[src/rtl/flash_pm_pkg.sv]
// flash power-mode control: shared constants and types
// assumes one core clock at 40 MHz; the link clock is sampled, never used as a clock
// ----------------------------------------------------------------------------
// Contract
// RULE1 - deep sleep refuses write, program, erase
// RULE2 - deselect without busy gives standby
// RULE3 - deep sleep only by sleep instruction
// RULE4 - deep sleep ignores all but wake
// RULE5 - power-up always lands in standby
// RULE6 - sleep code is eight bits, then deselect
// RULE7 - sleep entry waits fixed delay after deselect
// RULE8 - sleep instruction rejected while busy
// RULE9 - wake rejected on extra clocks
// RULE10 - standby after wake delay elapses
// RULE11 - host stays deselected during wake delay
// RULE12 - wake instruction rejected while busy
// RULE13 - host deselected until supply plus 30 us
// RULE14 - below inhibit threshold logic held reset
// RULE15 - write-type instructions locked out after power-up
// RULE16 - host waits later of both delays
// RULE17 - reads accepted after select delay
// RULE18 - power-up standby with write latch cleared
// RULE19 - host may hold reset through power phases
// RULE20 - delivered state: FFh array, zero status
// RULE21 - busy flag high during self-timed cycle
// RULE22 - write-unlock sets write latch
// RULE23 - opcodes and delays are parameters
// RULE24 - msb first on rising clock, recount
// ----------------------------------------------------------------------------
package flash_pm_pkg;
  localparam int          CLK_MHZ            = 40;
  localparam logic [7:0]  SLEEP_OPC          = 8'hb9;
  localparam logic [7:0]  WAKE_OPC           = 8'hab;
  localparam logic [7:0]  UNLOCK_OPC         = 8'h06;
  localparam logic [7:0]  REWRITE_OPC        = 8'h0a;
  localparam logic [7:0]  PROGRAM_OPC        = 8'h02;
  localparam logic [7:0]  PAGE_CLR_OPC       = 8'hdb;
  localparam logic [7:0]  BLOCK_CLR_OPC      = 8'hd8;
  localparam logic [7:0]  READ_OPC           = 8'h03;
  localparam int          SLEEP_ENTRY_NS     = 3000;
  localparam int          WAKE_NS            = 3000;
  localparam int          SELECT_DELAY_US    = 30;
  localparam int          LOCKOUT_US         = 1000;
  localparam int          BUSY_NS            = 10000;
  localparam int          SLEEP_ENTRY_CYC    = (SLEEP_ENTRY_NS * CLK_MHZ + 999) / 1000;
  localparam int          WAKE_CYC           = (WAKE_NS * CLK_MHZ + 999) / 1000;
  localparam int          SELECT_DELAY_CYC   = SELECT_DELAY_US * CLK_MHZ;
  localparam int          LOCKOUT_CYC        = LOCKOUT_US * CLK_MHZ;
  localparam int          BUSY_CYC           = (BUSY_NS * CLK_MHZ + 999) / 1000;
  localparam int          HALF_SCK_CYC       = 4;
  localparam logic [3:0]  BITS_PER_CODE      = 4'h8;

  typedef enum logic [1:0] {
    PM_STANDBY  = 2'b00,
    PM_ENTERING = 2'b01,
    PM_SLEEP    = 2'b11,
    PM_WAKING   = 2'b10
  } pm_state_e;

  function automatic logic is_write_type(input logic [7:0] opc);
    return (opc == UNLOCK_OPC) || (opc == REWRITE_OPC) || (opc == PROGRAM_OPC) ||
           (opc == PAGE_CLR_OPC) || (opc == BLOCK_CLR_OPC);
  endfunction
endpackage

[src/rtl/flash_link_if.sv]
// serial link between host controller and flash power-mode end
// assumes both ends share core_clk; the bench joins them
interface flash_link_if;
  logic sel_n;
  logic sclk;
  logic sdi;
  logic reset_n;
  modport host_end  (output sel_n, output sclk, output sdi, output reset_n);
  modport flash_end (input sel_n, input sclk, input sdi, input reset_n);
endinterface

[src/rtl/sync_delay_cnt.sv]
// down counter that reports when a loaded delay has elapsed
// assumes load and load_val come from the core clock domain
module sync_delay_cnt #(
  parameter int LEN = 16
) (
  input  wire logic core_clk,
  input  wire logic rst,
  input  wire logic load,
  input  wire logic [LEN-1:0] load_val,
  output logic      done
);
  logic [LEN-1:0] cnt_ff;
  if (LEN < 1) begin : g_bad_len
    $error("LEN too small");
  end
  assign done = (cnt_ff == '0);
  always_ff @(posedge core_clk or posedge rst) begin
    if (rst) cnt_ff <= '0;
    else if (load) cnt_ff <= load_val;
    else if (!done) cnt_ff <= cnt_ff - 1'b1;
  end
endmodule

[src/rtl/flash_pm_dev.sv]
// flash end: decodes instructions, runs power modes and power-up lockout
// assumes rst is the power-on reset, high while supply is below threshold
module flash_pm_dev
  import flash_pm_pkg::*;
#(
  parameter logic [7:0] SLEEP_CODE   = SLEEP_OPC, // RULE23
  parameter logic [7:0] WAKE_CODE    = WAKE_OPC,
  parameter int         ENTRY_CYC    = SLEEP_ENTRY_CYC,
  parameter int         WAKE_D_CYC   = WAKE_CYC,
  parameter int         LOCK_CYC     = LOCKOUT_CYC,
  parameter int         SEL_CYC      = SELECT_DELAY_CYC
) (
  input  wire logic core_clk,
  input  wire logic rst,
  flash_link_if.flash_end link,
  input  wire logic busy_done,
  output logic      sleeping,
  output logic      standby,
  output logic      busy_flag,
  output logic      write_latch_flag,
  output logic      lockout,
  output logic      read_ok,
  output logic      write_accept,
  output logic      read_accept
);
  // ---------------------------------------------------------------------------
  // parameter checks
  // ---------------------------------------------------------------------------
  // a zero delay would leave the timers done from the start
  if (ENTRY_CYC < 1 || WAKE_D_CYC < 1) begin : g_bad_pm_delay
    $error("sleep entry and wake delays need at least one cycle");
  end
  if (LOCK_CYC < 1 || SEL_CYC < 1) begin : g_bad_pu_delay
    $error("power-up delays need at least one cycle");
  end
  // equal codes would let one frame both enter and leave sleep
  if (SLEEP_CODE == WAKE_CODE) begin : g_bad_codes
    $error("sleep and wake codes must differ");
  end

  // ---------------------------------------------------------------------------
  // pin synchronisers
  // ---------------------------------------------------------------------------
  // pin order: reset_n, sdi, sclk, sel_n; reset to idle levels so no false edge follows reset
  localparam int         PIN_N    = 4;
  localparam logic [3:0] PIN_IDLE = 4'h1;
  wire  [3:0] pin_raw = {link.reset_n, link.sdi, link.sclk, link.sel_n};
  wire  [3:0] pin_syn;
  logic       sck_d_ff, sel_d_ff;
  for (genvar p = 0; p < PIN_N; p++) begin : g_sync
    logic [1:0] s_ff;
    always_ff @(posedge core_clk or posedge rst) begin
      if (rst) s_ff <= {2{PIN_IDLE[p]}};
      else     s_ff <= {s_ff[0], pin_raw[p]};
    end
    assign pin_syn[p] = s_ff[1];
  end
  always_ff @(posedge core_clk or posedge rst) begin
    if (rst) begin
      sck_d_ff <= 1'b0;
      sel_d_ff <= 1'b1;
    end else begin
      sck_d_ff <= pin_syn[1];
      sel_d_ff <= pin_syn[0];
    end
  end
  wire sel_n    = pin_syn[0];
  wire sdi_syn  = pin_syn[2];
  wire sck_rise = pin_syn[1] & ~sck_d_ff;
  wire sel_fall = ~sel_n & sel_d_ff;
  wire sel_rise = sel_n & ~sel_d_ff;
  // host-held reset input acts as an extra reset of the power mode and write latch
  wire hold_rst = ~pin_syn[3]; // RULE19

  // ---------------------------------------------------------------------------
  // instruction shift
  // ---------------------------------------------------------------------------
  logic [7:0] code_ff;
  logic [3:0] bits_ff;
  wire  [7:0] nxt_code = {code_ff[6:0], sdi_syn};
  always_ff @(posedge core_clk or posedge rst) begin
    if (rst) begin
      code_ff <= 8'h00;
      bits_ff <= 4'h0;
    end else if (sel_fall) begin
      bits_ff <= 4'h0; // RULE24
    end else if (!sel_n && sck_rise) begin
      code_ff <= nxt_code; // RULE24
      if (bits_ff != '1) bits_ff <= bits_ff + 4'h1;
    end
  end
  // exact eight clocks: longer frames are not executed, except a read, which is taken at its eighth rise
  wire exact8   = (bits_ff == BITS_PER_CODE);
  wire got_code = sel_rise && exact8; // RULE6 RULE9
  wire is_sleep = got_code && (code_ff == SLEEP_CODE);
  wire is_wake  = got_code && (code_ff == WAKE_CODE);
  wire is_wtype = got_code && is_write_type(code_ff);
  wire is_read  = !sel_n && sck_rise && (bits_ff == (BITS_PER_CODE - 4'h1)) && (nxt_code == READ_OPC);

  // ---------------------------------------------------------------------------
  // power-up timers
  // ---------------------------------------------------------------------------
  logic lock_done, sel_done, first_ff;
  always_ff @(posedge core_clk or posedge rst) begin
    if (rst) first_ff <= 1'b1;
    else     first_ff <= 1'b0;
  end
  sync_delay_cnt #(.LEN(32)) u_lock (
    .core_clk (core_clk),
    .rst      (rst),
    .load     (first_ff),
    .load_val (32'(LOCK_CYC)),
    .done     (lock_done)
  );
  sync_delay_cnt #(.LEN(32)) u_sel (
    .core_clk (core_clk),
    .rst      (rst),
    .load     (first_ff),
    .load_val (32'(SEL_CYC)),
    .done     (sel_done)
  );
  assign lockout = first_ff | ~lock_done; // RULE15
  assign read_ok = ~first_ff & sel_done;  // RULE17

  // ---------------------------------------------------------------------------
  // power mode machine
  // ---------------------------------------------------------------------------
  pm_state_e st_ff, nxt_st;
  logic      pm_load, pm_done;
  logic [31:0] pm_val;
  sync_delay_cnt #(.LEN(32)) u_pm (
    .core_clk (core_clk),
    .rst      (rst),
    .load     (pm_load),
    .load_val (pm_val),
    .done     (pm_done)
  );
  logic wl_ff, busy_ff;
  always_comb begin
    nxt_st  = st_ff;
    pm_load = 1'b0;
    pm_val  = 32'(ENTRY_CYC);
    case (st_ff)
      PM_STANDBY: begin
        if (is_sleep && !busy_ff) begin // RULE3 RULE8
          nxt_st  = PM_ENTERING;
          pm_load = 1'b1; // RULE7
        end
      end
      PM_ENTERING: if (pm_done) nxt_st = PM_SLEEP; // RULE7
      PM_SLEEP: begin
        if (is_wake && !busy_ff) begin // RULE4 RULE12
          nxt_st  = PM_WAKING;
          pm_load = 1'b1;
          pm_val  = 32'(WAKE_D_CYC);
        end
      end
      PM_WAKING: if (pm_done) nxt_st = PM_STANDBY; // RULE10
      default: nxt_st = PM_STANDBY;
    endcase
    if (hold_rst) nxt_st = PM_STANDBY;
  end
  always_ff @(posedge core_clk or posedge rst) begin
    if (rst) st_ff <= PM_STANDBY; // RULE5 RULE14 RULE18
    else     st_ff <= nxt_st;
  end
  wire awake = (st_ff == PM_STANDBY);
  // sleep state ignores write-type codes, acting as software protection
  assign write_accept = is_wtype && awake && !lockout && !busy_ff && !hold_rst; // RULE1 RULE15
  assign read_accept  = is_read && awake && read_ok && !hold_rst; // RULE4 RULE17

  // ---------------------------------------------------------------------------
  // write latch and busy stand-in
  // ---------------------------------------------------------------------------
  wire  unlock   = write_accept && (code_ff == UNLOCK_OPC);
  wire  cyc_go   = write_accept && (code_ff != UNLOCK_OPC) && wl_ff;
  always_ff @(posedge core_clk or posedge rst) begin
    if (rst) begin
      wl_ff   <= 1'b0; // RULE18 RULE20
      busy_ff <= 1'b0; // RULE20
    end else begin
      if (unlock) wl_ff <= 1'b1; // RULE22
      else if (cyc_go || hold_rst) wl_ff <= 1'b0;
      if (cyc_go) busy_ff <= 1'b1; // RULE21
      else if (busy_done) busy_ff <= 1'b0; // RULE21
    end
  end
  assign busy_flag        = busy_ff;
  assign write_latch_flag = wl_ff;
  assign sleeping         = (st_ff == PM_SLEEP);
  // deselect idle in PM_STANDBY is standby; a cycle in progress holds it off
  assign standby = awake && sel_n && !busy_ff; // RULE2
endmodule

[src/flat_wrapper.sv]
// flat-port wrapper written by rule: the top's interface ports become plain ports
module flash_pm_dev_flat import flash_pm_pkg::*;
#(
  parameter logic [7:0] SLEEP_CODE   = SLEEP_OPC,          
  parameter logic [7:0] WAKE_CODE    = WAKE_OPC,
  parameter int         ENTRY_CYC    = SLEEP_ENTRY_CYC,
  parameter int         WAKE_D_CYC   = WAKE_CYC,
  parameter int         LOCK_CYC     = LOCKOUT_CYC,
  parameter int         SEL_CYC      = SELECT_DELAY_CYC
)
  (core_clk, rst, busy_done, sleeping, standby, busy_flag, write_latch_flag, lockout, read_ok, write_accept, read_accept, link_sel_n, link_sclk, link_sdi, link_reset_n);
  flash_link_if link_i ();
  input  wire logic core_clk;
  input  wire logic rst;
  input  wire logic busy_done;
  output logic sleeping;
  output logic standby;
  output logic busy_flag;
  output logic write_latch_flag;
  output logic lockout;
  output logic read_ok;
  output logic write_accept;
  output logic read_accept;
  input wire logic [$bits(link_i.sel_n)-1:0] link_sel_n;
  input wire logic [$bits(link_i.sclk)-1:0] link_sclk;
  input wire logic [$bits(link_i.sdi)-1:0] link_sdi;
  input wire logic [$bits(link_i.reset_n)-1:0] link_reset_n;
  assign link_i.sel_n = link_sel_n;
  assign link_i.sclk = link_sclk;
  assign link_i.sdi = link_sdi;
  assign link_i.reset_n = link_reset_n;
  flash_pm_dev #(.SLEEP_CODE(SLEEP_CODE), .WAKE_CODE(WAKE_CODE), .ENTRY_CYC(ENTRY_CYC), .WAKE_D_CYC(WAKE_D_CYC), .LOCK_CYC(LOCK_CYC), .SEL_CYC(SEL_CYC)) u_core (.core_clk(core_clk), .rst(rst), .link(link_i), .busy_done(busy_done), .sleeping(sleeping), .standby(standby), .busy_flag(busy_flag), .write_latch_flag(write_latch_flag), .lockout(lockout), .read_ok(read_ok), .write_accept(write_accept), .read_accept(read_accept));
endmodule
[config.mk]
export PLATFORM = sky130hd
export DESIGN_NAME = flash_pm_dev_flat
export DESIGN_NICKNAME = d
export VERILOG_FILES = /design/src/rtl/flash_pm_pkg.sv /design/src/rtl/flash_link_if.sv /design/src/rtl/sync_delay_cnt.sv /design/src/rtl/flash_pm_dev.sv /design/src/flat_wrapper.sv
export SDC_FILE = /design/constraint.sdc
export NUM_CORES = 1
export LEC_CHECK = 0
export BUFFER_PORTS_ARGS = -buffer_cell sky130_fd_sc_hd__clkbuf_2
export CORE_ASPECT_RATIO = 0.6
export CORE_MARGIN = 3
export CORE_UTILIZATION = 45
export CTS_CLUSTER_DIAMETER = 80
export CTS_CLUSTER_SIZE = 12
export DETAILED_ROUTE_END_ITERATION = 8
export PLACE_DENSITY_LB_ADDON = 0.05
export SLEW_MARGIN = 15
export SYNTH_ARGS = -nofsm -noshare
export SYNTH_HDL_FRONTEND = slang
export SYNTH_SLANG_ARGS = --single-unit
export TNS_END_PERCENT = 5
[constraint.sdc]
create_clock -name core_clk -period 6.8 [get_ports core_clk]
set_input_delay 1.02 -clock core_clk [delete_from_list [all_inputs] [get_ports core_clk]]
set_output_delay 1.02 -clock core_clk [all_outputs]
set_load 0.02 [all_outputs]
======== Yosys cells after proc, flatten, opt, wreduce, memory -nomap -nowiden ========
Cells that the tools add are included.
operators by class
  bitwise logic cells ..................... 12
  reduce and logical (&&, ||, !) cells .... 40
  multiplexer cells ....................... 22
  add/subtract/negate cells ............... 4
  equal/unequal tests ..................... 22
operators by type and width
  operator                                                               number
  32-bit two-way mux                                                     6
  32-bit zero test                                                       3
  32-bit by 1-bit subtractor with 32-bit output (second input constant)  3
  8-bit == test (second input constant)                                  4
  1-bit logical AND                                                      21
  8-bit by 2-bit == test with 1-bit output (second input constant)       2
  4-bit two-way mux                                                      3
  3-bit != test (second input constant)                                  4
  2-bit two-way mux                                                      5
  8-bit by 3-bit == test with 1-bit output (second input constant)       1
  8-bit by 4-bit == test with 1-bit output (second input constant)       1
  8-bit by 3-bit != test with 1-bit output (second input constant)       1
  2-bit case mux with 4 select lines                                     1
  2-bit nonzero test                                                     4
  1-bit inverter                                                         7
  1-bit two-way mux                                                      6
  1-bit logical OR                                                       5
  4-bit by 1-bit adder with 4-bit output (second input constant)         1
  1-bit AND                                                              4
  2-bit == test (second input constant)                                  2
  4-bit by 3-bit == test with 1-bit output (second input constant)       1
  4-bit == test (second input constant)                                  1
  2-bit != test (second input constant)                                  2
  4-bit != test (second input constant)                                  1
  other kinds (8)                                                        11
word-level totals
  output and inout bits ................... 8
  register bits after elaboration ......... 123

======== Longest topological paths before layout ========
Gate-level depths: netlist of the first run.
  depth in word-level cells ............... 15
  mapped depth ............................ 10
  mapped depth without buffers ............ 8

======== Hierarchy ========
From an unflattened synthesis of the first run, not the netlist that was laid out.
second synthesis, totals
  cells, all modules ...................... 772
  area, all modules ....................... 7146.9 µm²
by module, submodules not included
  module                              area each (µm²)  cells each  times used
  sync_delay_cnt (u_core.u_lock ...)  1949.4           218         2
  sync_delay_cnt (u_core.u_sel)       1950.6           220         1
  flash_pm_dev                        1297.5           116         1

======== Worst setup path before layout of the first run ========
OpenSTA, ideal clock, no wires.
  kind .................................... flip-flop to output port
  start ................................... register u_core.u_sel.cnt_ff[0]
  end ..................................... output port read_accept
  arrival time ............................ 2519 ps
  buffers on the path ..................... 2
  path slack .............................. 3261 ps
  stages on the path, launching flop included .. 9
  path through ............................ dfrtp_1 > inv_1 > ha_1 > or3b_2 > clkbuf_1 > nor3_1 > nand4_1 > clkbuf_1 > nor3_1
on the way
  cells in the longest elaborated chain, start to end .. 4
RTL lines
  element                          RTL line              text
  from (decl)                      sync_delay_cnt.sv:12  logic [LEN-1:0] cnt_ff;
  from (signal assigned)           sync_delay_cnt.sv:19  else if (load) cnt_ff <= load_val;
  from (signal assigned)           sync_delay_cnt.sv:20  else if (!done) cnt_ff <= cnt_ff - 1'b1;
  32-bit zero test                 sync_delay_cnt.sv:16  assign done = (cnt_ff == '0);
  1-bit AND                        flash_pm_dev.sv:123   assign read_ok = ~first_ff & sel_done;
  1-bit logical AND (2 in series)  flash_pm_dev.sv:170   assign read_accept = is_read && awake && read_ok && !hold_rst;
  to (decl)                        flat_wrapper.sv:23    output logic read_accept;
Every way passes these cells.

======== Worst setup path after layout of the first run ========
Ends and elaborated chain as after synthesis.

==> results of run 1 <==
[worst min path at each step]
stage	from	to	slack (ps)
final	u_core.g_sync[2].s_ff[0]$_DFF_PP0_	u_core.g_sync[2].s_ff[1]$_DFF_PP0_	350
after global routing	u_core.g_sync[2].s_ff[0]$_DFF_PP0_	u_core.g_sync[2].s_ff[1]$_DFF_PP0_	360
after CTS	u_core.g_sync[2].s_ff[0]$_DFF_PP0_	u_core.g_sync[2].s_ff[1]$_DFF_PP0_	350
after detailed placement	u_core.g_sync[2].s_ff[0]$_DFF_PP0_	u_core.g_sync[2].s_ff[1]$_DFF_PP0_	330
after global placement	u_core.g_sync[3].s_ff[0]$_DFF_PP0_	u_core.g_sync[3].s_ff[1]$_DFF_PP0_	330
after floorplan	u_core.g_sync[1].s_ff[0]$_DFF_PP0_	u_core.g_sync[1].s_ff[1]$_DFF_PP0_	330
[worst register-to-register path: cells and delay by family, from the launching register on]
kind,cells,cell delay [ps]
and+or+nand+nor,6,2440
buffers and inverters,1,70
adders and majority gates,1,180
DFF,1,410
[layer usage]
metal / vias up / share of wire [%] / wire length [um]
li1: 2260 / - / -
met1: 2233 / 53 / 6830
met2: 55 / 42 / 5370
met3: 8 / 3.8 / 482
met4: 0 / 0.67 / 85
met5: - / 0 / 0
[power groups by stage]
stage	registers (W)	clock network [W]	logic [W]
floorplan	0.000808	0	0.000109
global placement	0.000821	0	0.000134
detailed placement	0.000823	0	0.000134
CTS	0.000810	0.000979	0.000135
global route	0.000818	0.00102	0.000153
finish	0.000812	0.000957	0.000133
[kinds of logic (layout without fill, tap and decap cells)]
family | Yosys count | after routing
buffers and inverters | 32 | 63
other | 1 | 1
and+or+nand+nor | 312 | 312
xor gates and xnor gates | 69 | 69
adders and majority gates | 10 | 10
AOI/OAI and AO/OA | 68 | 68
muxes | 11 | 11
DFF | 123 | 123
[placed cells by master, fill, tap and decap left out, types with 10 or more instances in the layout]
master     Yosys  routed
a21oi_1       27      27
clkbuf_16      0      17
clkbuf_2       0      14
dfrtp_1      119     119
ha_1          10      10
inv_1         13      12
nand2_1       32      32
nand3_1       17      17
nand3b_1      10      10
nand4_1       17      17
nor2_1       108     108
nor3_1        23      23
nor4_1        19      19
o21ai_0       14      14
or4_1         19      19
xnor2_1       27      27
xor2_1        42      42
[area by class of cell]
class,instances,share of cell area [%]
clock buffer,17,6.05
clock inverter,14,2.83
inverter,13,0.729
multi-input combinational,471,42.0
sequential,123,43.8
tap,170,3.02
timing repair buffer,19,1.53
[registers in the layout, indices dropped and copies added, names as in the netlist, 2 cells and up]
register and flops:
u_core.u_lock.cnt_ff 32, u_core.u_pm.cnt_ff 32, u_core.u_sel.cnt_ff 32, u_core.code_ff 8, u_core.g_sync.s_ff 8, u_core.bits_ff 4
u_core.st_ff 2
[through the flow]
step / instance area, um2 / std cells
after floorplan: 6160 / 626
after global placement: 6410 / 796
after detailed placement: 6410 / 796
after CTS: 7030 / 827
after global routing: 7030 / 827
final: 7030 / 827
[cells in the mapped netlist, drive strengths merged (3+ instances only)]
cell type  count
nand4b         9
mux2           8
dfstp          4
nand2b         9
or3            9
xnor2         27
and4b          3
nor3b          5
clkbuf        16
nor3          23
a21oi         27
a2111oi        3
nor2         108
o31ai          7
dfrtp        119
nand3         18
ha            10
buf            3
xor2          42
nor2b          8
nand3b        10
or3b           7
nand4         17
o21ai         14
and2           3
nand2         32
a211oi         4
mux2i          3
or4           20
nor4          20
or2            4
inv           13
and3           3
==> out/metrics.cfg, run 1 <==
[outcome]
status=complete, no violations

[synthesis]
synth.avg_cell_area_um2=9.84
synthSimpleGateAreaFrac_pct=27.1
synth_warnings=0
synth_top_area_cell=dfrtp_1
synthCells=626
synth_compound_area_share_pct=6.92
synth_top_family_by_area=simple AND/OR/NAND/NOR gates
synth-async-reset-ratio_pct=100
synth.distinct_cells=55
synth_area_leaders=dfrtp_1 (48%), nor2_1 (6.6%), xor2_1 (6.0%)
syn-num-nets=643
ys_ff_latch=123
syn_area_um2=6160
synth_edf_count=0
synthMuxAreaShare_pct=1.95
ys_seq_area_share_pct=50.0
synth_top_flop_cell=dfrtp_1
yosysTopAreaCellShare_pct=48.3
synth_xor_area_share_pct=9.81
synth_fa_ha_area_share_pct=2.03

[grt]
grt_max_degree=83
grt_util_met2_pct=25.4
met3_usage_pct=5.54
track_usage_pct=18.1
use_met1_pct=27.1
top_usage_layer=met1
antenna_found_initial=0
grt_pass1_wl_mm=22.4
overflow=0
grt_pass1_vias=4570

[setup_path]
critPathMostFrequentCell=nor3_1
worstSetupPathType=flop to output pin
cp_slowest_cell=nand4_1
end_kind=output pin
cp.arrival_ps=3350
critPathMaxFanout=14
startpoint_type=flop
cpLargestDelayFamily=simple AND/OR/NAND/NOR gates
endpoint=read_accept
r2r_start=u_core.u_sel.cnt_ff[0]$_DFFE_PP0N_
r2r_setup_slack_ps=3570
r2r-end=u_core.u_sel.cnt_ff[5]$_DFFE_PP0N_
worst-path-stages=7
crit_buf_inv=2
crit_start=u_core.u_sel.cnt_ff[0]$_DFFE_PP0N_
crit_path_cell_trace=inv_1 -> ha_1 -> or3b_2 -> nor3_1 -> nand4_1 -> nor3_1 -> clkbuf_2
cpPeakStageDelay_ps=630
cp.required_ps=5780
rr_worst_depth=8

[sta]
finalHoldViolCount=0
timing.final.ws_setup_ps=2430
slew_viol_final=0
fin_setup_tns_ps=0
whs_ps=347
finalSetupViolations=0
rsz0062_at_grt=no
fmax_mhz=229
clock_skew_ps=9.18
worst_pin_slew_ps=1040
fin_crit_sh_pct=64.3
period_needed_ps=4370
max_slew_margin_pct=30.7

[placement]
dpl_worst_slack_ps=2860
gp_congestion=0.767
port_buffers=14
dp.final_hpwl_mm=8.46

[drt]
wire_per_inst_um=15.4
ant_nets=0
wl_mm=12.8
drc=0
vias=4556
drt_iter0_drc=258
firstDrtPassIters=4
via_per_inst=5.51

[power_and_ir_drop]
pwr-share-clk_pct=50.3
seq_power_share_pct=42.7
ir_worst_vdd_mv=0.152
powerDensity_nw_per_um2=270
swShare_pct=24.5
pwr-share-comb_pct=7.0
p_sw_w=0.000466
power_w=0.00190
cellLeakagePower_nw=3.08
intPower_w=0.00144

[die]
die_w_um=157
ios=15
core_um2=13100
rows=32
fp.dieArea_um2=15200
initial_core_util_pct=47.1
dieHeight_um=96.6

[cts]
post-cts-setup-buffers=0
numCtsBuffers=17
holdBufCountCts=0
clockBufferDepth=2
cts_tree=built
cts_root_buf=clkbuf_16
clock_sinks=123
path_clk_slew_ps=60
h-tree-depth=4
cts-resized-gates=0
clk_latency_ps=410

[run]
max-cap-violations=0

[min_path]
hold_depth=0
hold_class=flop to flop

[cells_and_area]
register_area_um2=3080
num_antenna_cells=0
drive_gt1_share_pct=11.4
final_util_pct=53.7
fin_nets=662
area_growth_pct=14.2
multiInputGateArea_um2=2960
fillers=1155

(Power assumes the default switching activity.)
==> run 2: changes to the inputs <==
- ABC_AREA: not set -> 1
- clock period: 6.8 -> 4.15 ns (I/O delays scaled with it)
==> out/metrics.cfg, run 2 <==
[sta]
period_needed_ps=2800
max_slew_margin_pct=33.3  ; +2.7 points
fin_crit_sh_pct=67.5
worst_pin_slew_ps=1000  ; -40.0 ps
timing.final.ws_setup_ps=1350  ; -1080 ps
whs_ps=284  ; -63.2 ps
clock_skew_ps=9.88  ; +0.697 ps
fmax_mhz=357
rsz0062_at_grt=no
finalSetupViolations=0  ; unchanged
slew_viol_final=0  ; unchanged
finalHoldViolCount=0  ; unchanged
fin_setup_tns_ps=0  ; unchanged

[die]
fp.dieArea_um2=17900  ; +18%
rows=35  ; +9.4%
dieHeight_um=105  ; +8.5%
initial_core_util_pct=46.9  ; -0.18 points
ios=15  ; unchanged
die_w_um=171  ; +8.7%
core_um2=15600  ; +19%

[synthesis]
synth_area_leaders=dfrtp_1 (41%), nor2_1 (12%), nand2_1 (11%)
synth.avg_cell_area_um2=7.28  ; -26%
syn_area_um2=7330  ; +19%
synth-async-reset-ratio_pct=100  ; unchanged
synth.distinct_cells=40  ; -27%
syn-num-nets=1024  ; +59%
synthCells=1007  ; +61%
synth_most_common_cell=nor2_1
ys_ff_latch=123  ; unchanged
ys_seq_area_share_pct=42.1  ; -8.0 points
synth_top_flop_cell=dfrtp_1
synth_top_area_cell=dfrtp_1
synth_warnings=0  ; unchanged
synth_edf_count=0  ; unchanged
yosysTopAreaCellShare_pct=40.6  ; -7.7 points
synthTopCellsByCount=nor2_1 (227), nand2_1 (212), dfrtp_1 (119), inv_1 (117), nand3_1 (72)

[drt]
ant_nets=0  ; unchanged
drt_iter0_drc=629  ; +140%
via_per_inst=5.04  ; -8.5%
drc=0  ; unchanged
wl_mm=18.7  ; +47%
firstDrtPassIters=6  ; +2
vias=6275  ; +38%
wire_per_inst_um=15.0  ; -2.6%

[cts]
h-tree-depth=4  ; unchanged
clk_latency_ps=420  ; about the same
cts_tree=built
post-cts-setup-buffers=0  ; unchanged
clock_sinks=123  ; unchanged
clockBufferDepth=2  ; unchanged
holdBufCountCts=0  ; unchanged
path_clk_slew_ps=60  ; about the same
cts-resized-gates=0  ; unchanged
cts_root_buf=clkbuf_16
numCtsBuffers=17  ; unchanged

[cells_and_area]
multiInputGateArea_um2=3700  ; +25%
num_antenna_cells=0  ; unchanged
drive_gt1_share_pct=9.40  ; -2.0 points
final_util_pct=52.1  ; -1.7 points
fillers=1561  ; +35%
final_cell_mix=nor2_1 (227), nand2_1 (212), dfrtp_1 (119), inv_1 (116), nand3_1 (72)
fin_nets=1046  ; +58%
register_area_um2=3080  ; unchanged
area_growth_pct=11.1
reg_top3=u_core.u_lock.cnt_ff: 32 flops, u_core.u_pm.cnt_ff: 32 flops, u_core.u_sel.cnt_ff: 32 flops
layout.cells.most_common=nor2_1

[setup_path]
cp.arrival_ps=2180  ; -1170 ps
r2r_setup_slack_ps=1900  ; -1670 ps
end_kind=output pin
worstSetupPathType=flop to output pin
critPathMaxFanout=7  ; -7
startpoint_type=flop
cp.required_ps=3530  ; -2250 ps

[min_path]
hold_class=input port to flop

[grt]
antenna_found_initial=0  ; unchanged
grt_max_degree=110  ; +33%
track_usage_pct=22.2  ; +4.1 points
overflow=0  ; unchanged
grt_pass1_vias=5887  ; +29%
grt_pass1_wl_mm=31.1  ; +39%

[power_and_ir_drop]
powerDensity_nw_per_um2=447  ; +65%
ir_worst_vdd_mv=0.238  ; +57%
cellLeakagePower_nw=4.32  ; +40%

[placement]
dp.final_hpwl_mm=13.9  ; +64%
dpl_worst_slack_ps=1750  ; -1110 ps
gp_congestion=0.930  ; +21%
port_buffers=14  ; unchanged

[run]
max-cap-violations=0  ; unchanged

[outcome]
status=complete, no violations

run 2: cell types whose count changed after synthesis, sizes merged, moves of 15 or more:
cell	change
nand3	+57
nor3	+23
nor2	+139
nor4	-15
xnor2	-17
inv	+105
nand2	+188
or4	-20
run 2: layer usage:
metal	part of all wire [%]	global-route usage, %
met2	35	26.1
met5	0	0
met4	0.84	5.38
met3	6.3	5.26
met1	58	38.3
run 2: cells by family (layout without fill, tap and decap cells):
logic type	after synthesis	in the layout	synth area share, %
other	1	1	0.0512
adders and majority gates	10	10	1.71
AOI/OAI and AO/OA	53	53	4.25
and+or+nand+nor	634	634	38.3
buffers and inverters	134	169	7.39
DFF	123	123	42.1
xor gates and xnor gates	52	52	6.21
run 2: final cells by class:
type | count | area share, %
well taps | 203 | 3.12
repair buffers | 18 | 1.23
multi-input cells | 750 | 45.5
inverters | 119 | 5.56
flip-flops and latches | 123 | 37.9
clock buffers | 24 | 5.79
clock inverters | 8 | 0.907
run 2: metrics by stage:
step	cells	total power [W]	area, um2
6_report	1245	0.00364	8140
5_1_grt	1245	0.00390	8140
4_1_cts	1245	0.00366	8140
3_5_place_dp	1213	0.00226	7590
3_3_place_gp	1213	0.00225	7590
2_1_floorplan	1007	0.00208	7330
run 2: critical path, stage by stage (launching register included):
cell	delay, ps
dfrtp_1	370
inv_1	140
ha_1	240
nand2_2	100
nor2_4	190
inv_1	90
nor2_1	90
nand3_1	130
nor3_1	210
clkbuf_2	200
run 2: worst paths after layout:
path,startpoint,end,cells past startpoint
worst max-delay path,u_core.u_sel.cnt_ff[0]$_DFFE_PP0N_,read_accept,9
worst min-delay path,link_sel_n,u_core.g_sync[0].s_ff[0]$_DFF_PP1_,1
worst max register to register,u_core.u_lock.cnt_ff[26]$_DFFE_PP0P_,u_core.u_lock.cnt_ff[31]$_DFFE_PP0P_,8
worst min register to register,u_core.g_sync[2].s_ff[0]$_DFF_PP0_,u_core.g_sync[2].s_ff[1]$_DFF_PP0_,0
max in group asynchronous,rst,u_core.u_pm.cnt_ff[12]$_DFFE_PP0P_,3
min in group asynchronous,rst,u_core.u_lock.cnt_ff[22]$_DFFE_PP0P_,2
run 2: power breakdown:
part	leakage (nW)	internal (W)	total, W	switching (W)
Clock	0.264	0.000851	0.00139	0.000544
Sequential	1.62	0.00129	0.00136	0.0000640
Combinational	2.43	0.000310	0.000888	0.000578
Total	4.32	0.00245	0.00364	0.00119
==> run 3: changes to the inputs <==
- clock period: 4.15 -> 2.7 ns (I/O delays scaled with it)
==> out/metrics.cfg, run 3 (same netlist as run 2, synthesis figures left out) <==
[sta]
fmax_mhz=385
rsz0062_at_grt=yes
slew_viol_final=0  ; unchanged
fin_crit_sh_pct=96.3
clock_skew_ps=9.39  ; -0.488 ps
finalSetupViolations=0  ; unchanged
max_slew_margin_pct=56.1  ; +23 points
worst_pin_slew_ps=657  ; -343 ps
period_needed_ps=2600
timing.final.ws_setup_ps=101  ; -1250 ps
finalHoldViolCount=0  ; unchanged

[cells_and_area]
final_cell_mix=nor2_1 (227), nand2_1 (212), dfrtp_1 (119), inv_1 (115), nand3_1 (72)
drive_gt1_share_pct=10.7  ; +1.3 points
final_cells=1250  ; +0.40%
fin_nets=1051  ; +0.48%
area_growth_pct=12.2
layout.cells.most_common=nor2_1
reg_top3=u_core.u_lock.cnt_ff: 32 flops, u_core.u_pm.cnt_ff: 32 flops, u_core.u_sel.cnt_ff: 32 flops
num_antenna_cells=0  ; unchanged

[placement]
dp_cells=1218  ; +0.41%
dpl_worst_slack_ps=458  ; -1290 ps
gp_congestion=0.917  ; -1.3%
dp.final_hpwl_mm=13.6  ; -2.0%
port_buffers=14  ; unchanged

[die]
ios=15  ; unchanged
dieHeight_um=105  ; unchanged
fp.dieArea_um2=17900  ; unchanged
die_w_um=171  ; unchanged
core_um2=15600  ; unchanged
initial_core_util_pct=46.9  ; unchanged
rows=35  ; unchanged

[power_and_ir_drop]
cellLeakagePower_nw=4.34  ; +0.52%
powerDensity_nw_per_um2=687  ; +54%
power_w=0.00566  ; +55%
ir_worst_vdd_mv=0.421  ; +77%

[drt]
drc=0  ; unchanged
via_per_inst=5.09  ; +1.0%
firstDrtPassIters=5  ; -1
wl_mm=18.4  ; -1.8%
wire_per_inst_um=14.7  ; -2.2%
vias=6363  ; +1.4%
ant_nets=0  ; unchanged
drt_iter0_drc=478  ; -24%

[cts]
cts_root_buf=clkbuf_16
numCtsBuffers=17  ; unchanged
post-cts-setup-buffers=0  ; unchanged
cts_tree=built
h-tree-depth=4  ; unchanged
clockBufferDepth=2  ; unchanged
clock_sinks=123  ; unchanged
path_clk_slew_ps=60  ; about the same
clk_latency_ps=420  ; about the same

[setup_path]
worstSetupPathType=flop to output pin
critPathMaxFanout=5  ; -2
r2r_setup_slack_ps=720  ; -1180 ps
cp.required_ps=2300  ; -1230 ps
cpPeakStageDelay_ps=420  ; +50 ps
cp_slowest_cell=dfrtp_1
cpLargestDelayFamily=simple AND/OR/NAND/NOR gates
end_kind=output pin
cp.arrival_ps=2190  ; about the same
crit_buf_inv=2  ; -1
crit_path_cell_trace=nor2_1 -> nand2_1 -> nor2_1 -> nand3_2 -> nor3_4 -> nand2_1 -> inv_1 -> clkbuf_2
startpoint_type=flop

[outcome]
status=complete, no violations

[grt]
antenna_found_initial=0  ; unchanged
grt_max_degree=51  ; -54%
overflow=0  ; unchanged
track_usage_pct=21.6  ; -0.58 points
grt_pass1_vias=5870  ; -0.29%
grt_pass1_wl_mm=30.8  ; -1.0%

[min_path]
hold_class=input port to asynchronous set/reset pin

[run]
max-cap-violations=0  ; unchanged

run 3: per-stage QoR:
stage / util [%] / TNS [ps] / cell area [um2] / hold WS (ps)
final: 52.6 / 0 / 8230 / 58.1
after global routing: 52.6 / -28.5 / 8230 / 49.4
after CTS: 52.6 / 0 / 8220 / 53.2
after detailed placement: 48.9 / 0 / 7640 / 336
after global placement: 48.9 / 0 / 7640 / 335
after floorplan: - / 0 / 7330 / 331
run 3: where the power goes:
part / switching (W) / internal (W)
Clock: 0.000912 / 0.00132
Sequential: 0.000105 / 0.00198
Combinational: 0.000856 / 0.000483
Total: 0.00187 / 0.00378
run 3: final cells by class:
class,count,area (um2)
fillers,1530,7410
multi-input cells,750,3710
flip-flops and latches,123,3080
clock buffers,19,453
inverters,119,452
well taps,203,254
repair buffers,23,150
clock inverters,13,120
run 3: worst reg2reg max path, delay by kind of cell, from the launching register on:
family / cells / cell delay [ps]
fa+ha+maj: 1 / 290
buf+inv: 3 / 240
simple gates: 7 / 960
flops: 1 / 370
run 3: worst paths after layout:
path | startpoint | to | cells after the start
setup / recovery | u_core.u_lock.cnt_ff[7]$_DFFE_PP0P_ | write_accept | 8
hold / removal | rst | u_core.u_lock.cnt_ff[29]$_DFFE_PP0P_ | 2
setup reg to reg | u_core.u_pm.cnt_ff[0]$_DFFE_PP0P_ | u_core.u_pm.cnt_ff[17]$_DFFE_PP0P_ | 11
hold reg to reg | u_core.g_sync[2].s_ff[0]$_DFF_PP0_ | u_core.g_sync[2].s_ff[1]$_DFF_PP0_ | 0
max in group asynchronous | rst | u_core.first_ff$_DFF_PP1_ | 3
min in group core_clk | link_sel_n | u_core.g_sync[0].s_ff[0]$_DFF_PP1_ | 1
run 3: metal layers:
layer  wire length, um  GRT usage (%)  vias to the layer above  part of all wire [%]
met3              1170           5.90                       10                   6.3
met1             10400           36.1                     2936                    57
met4                89           4.40                        0                  0.48
li1                  -              -                     3244                     -
met2              6700           26.8                      173                    36
met5                 0              0                        -                     0
run 3: repair_timing:
| item | in CTS | in global routing |
|---|---|---|
| gates resized for setup | 1 | 3 |
| setup endpoints to repair | 1 | 3 |
| hold buffers | 0 | 0 |
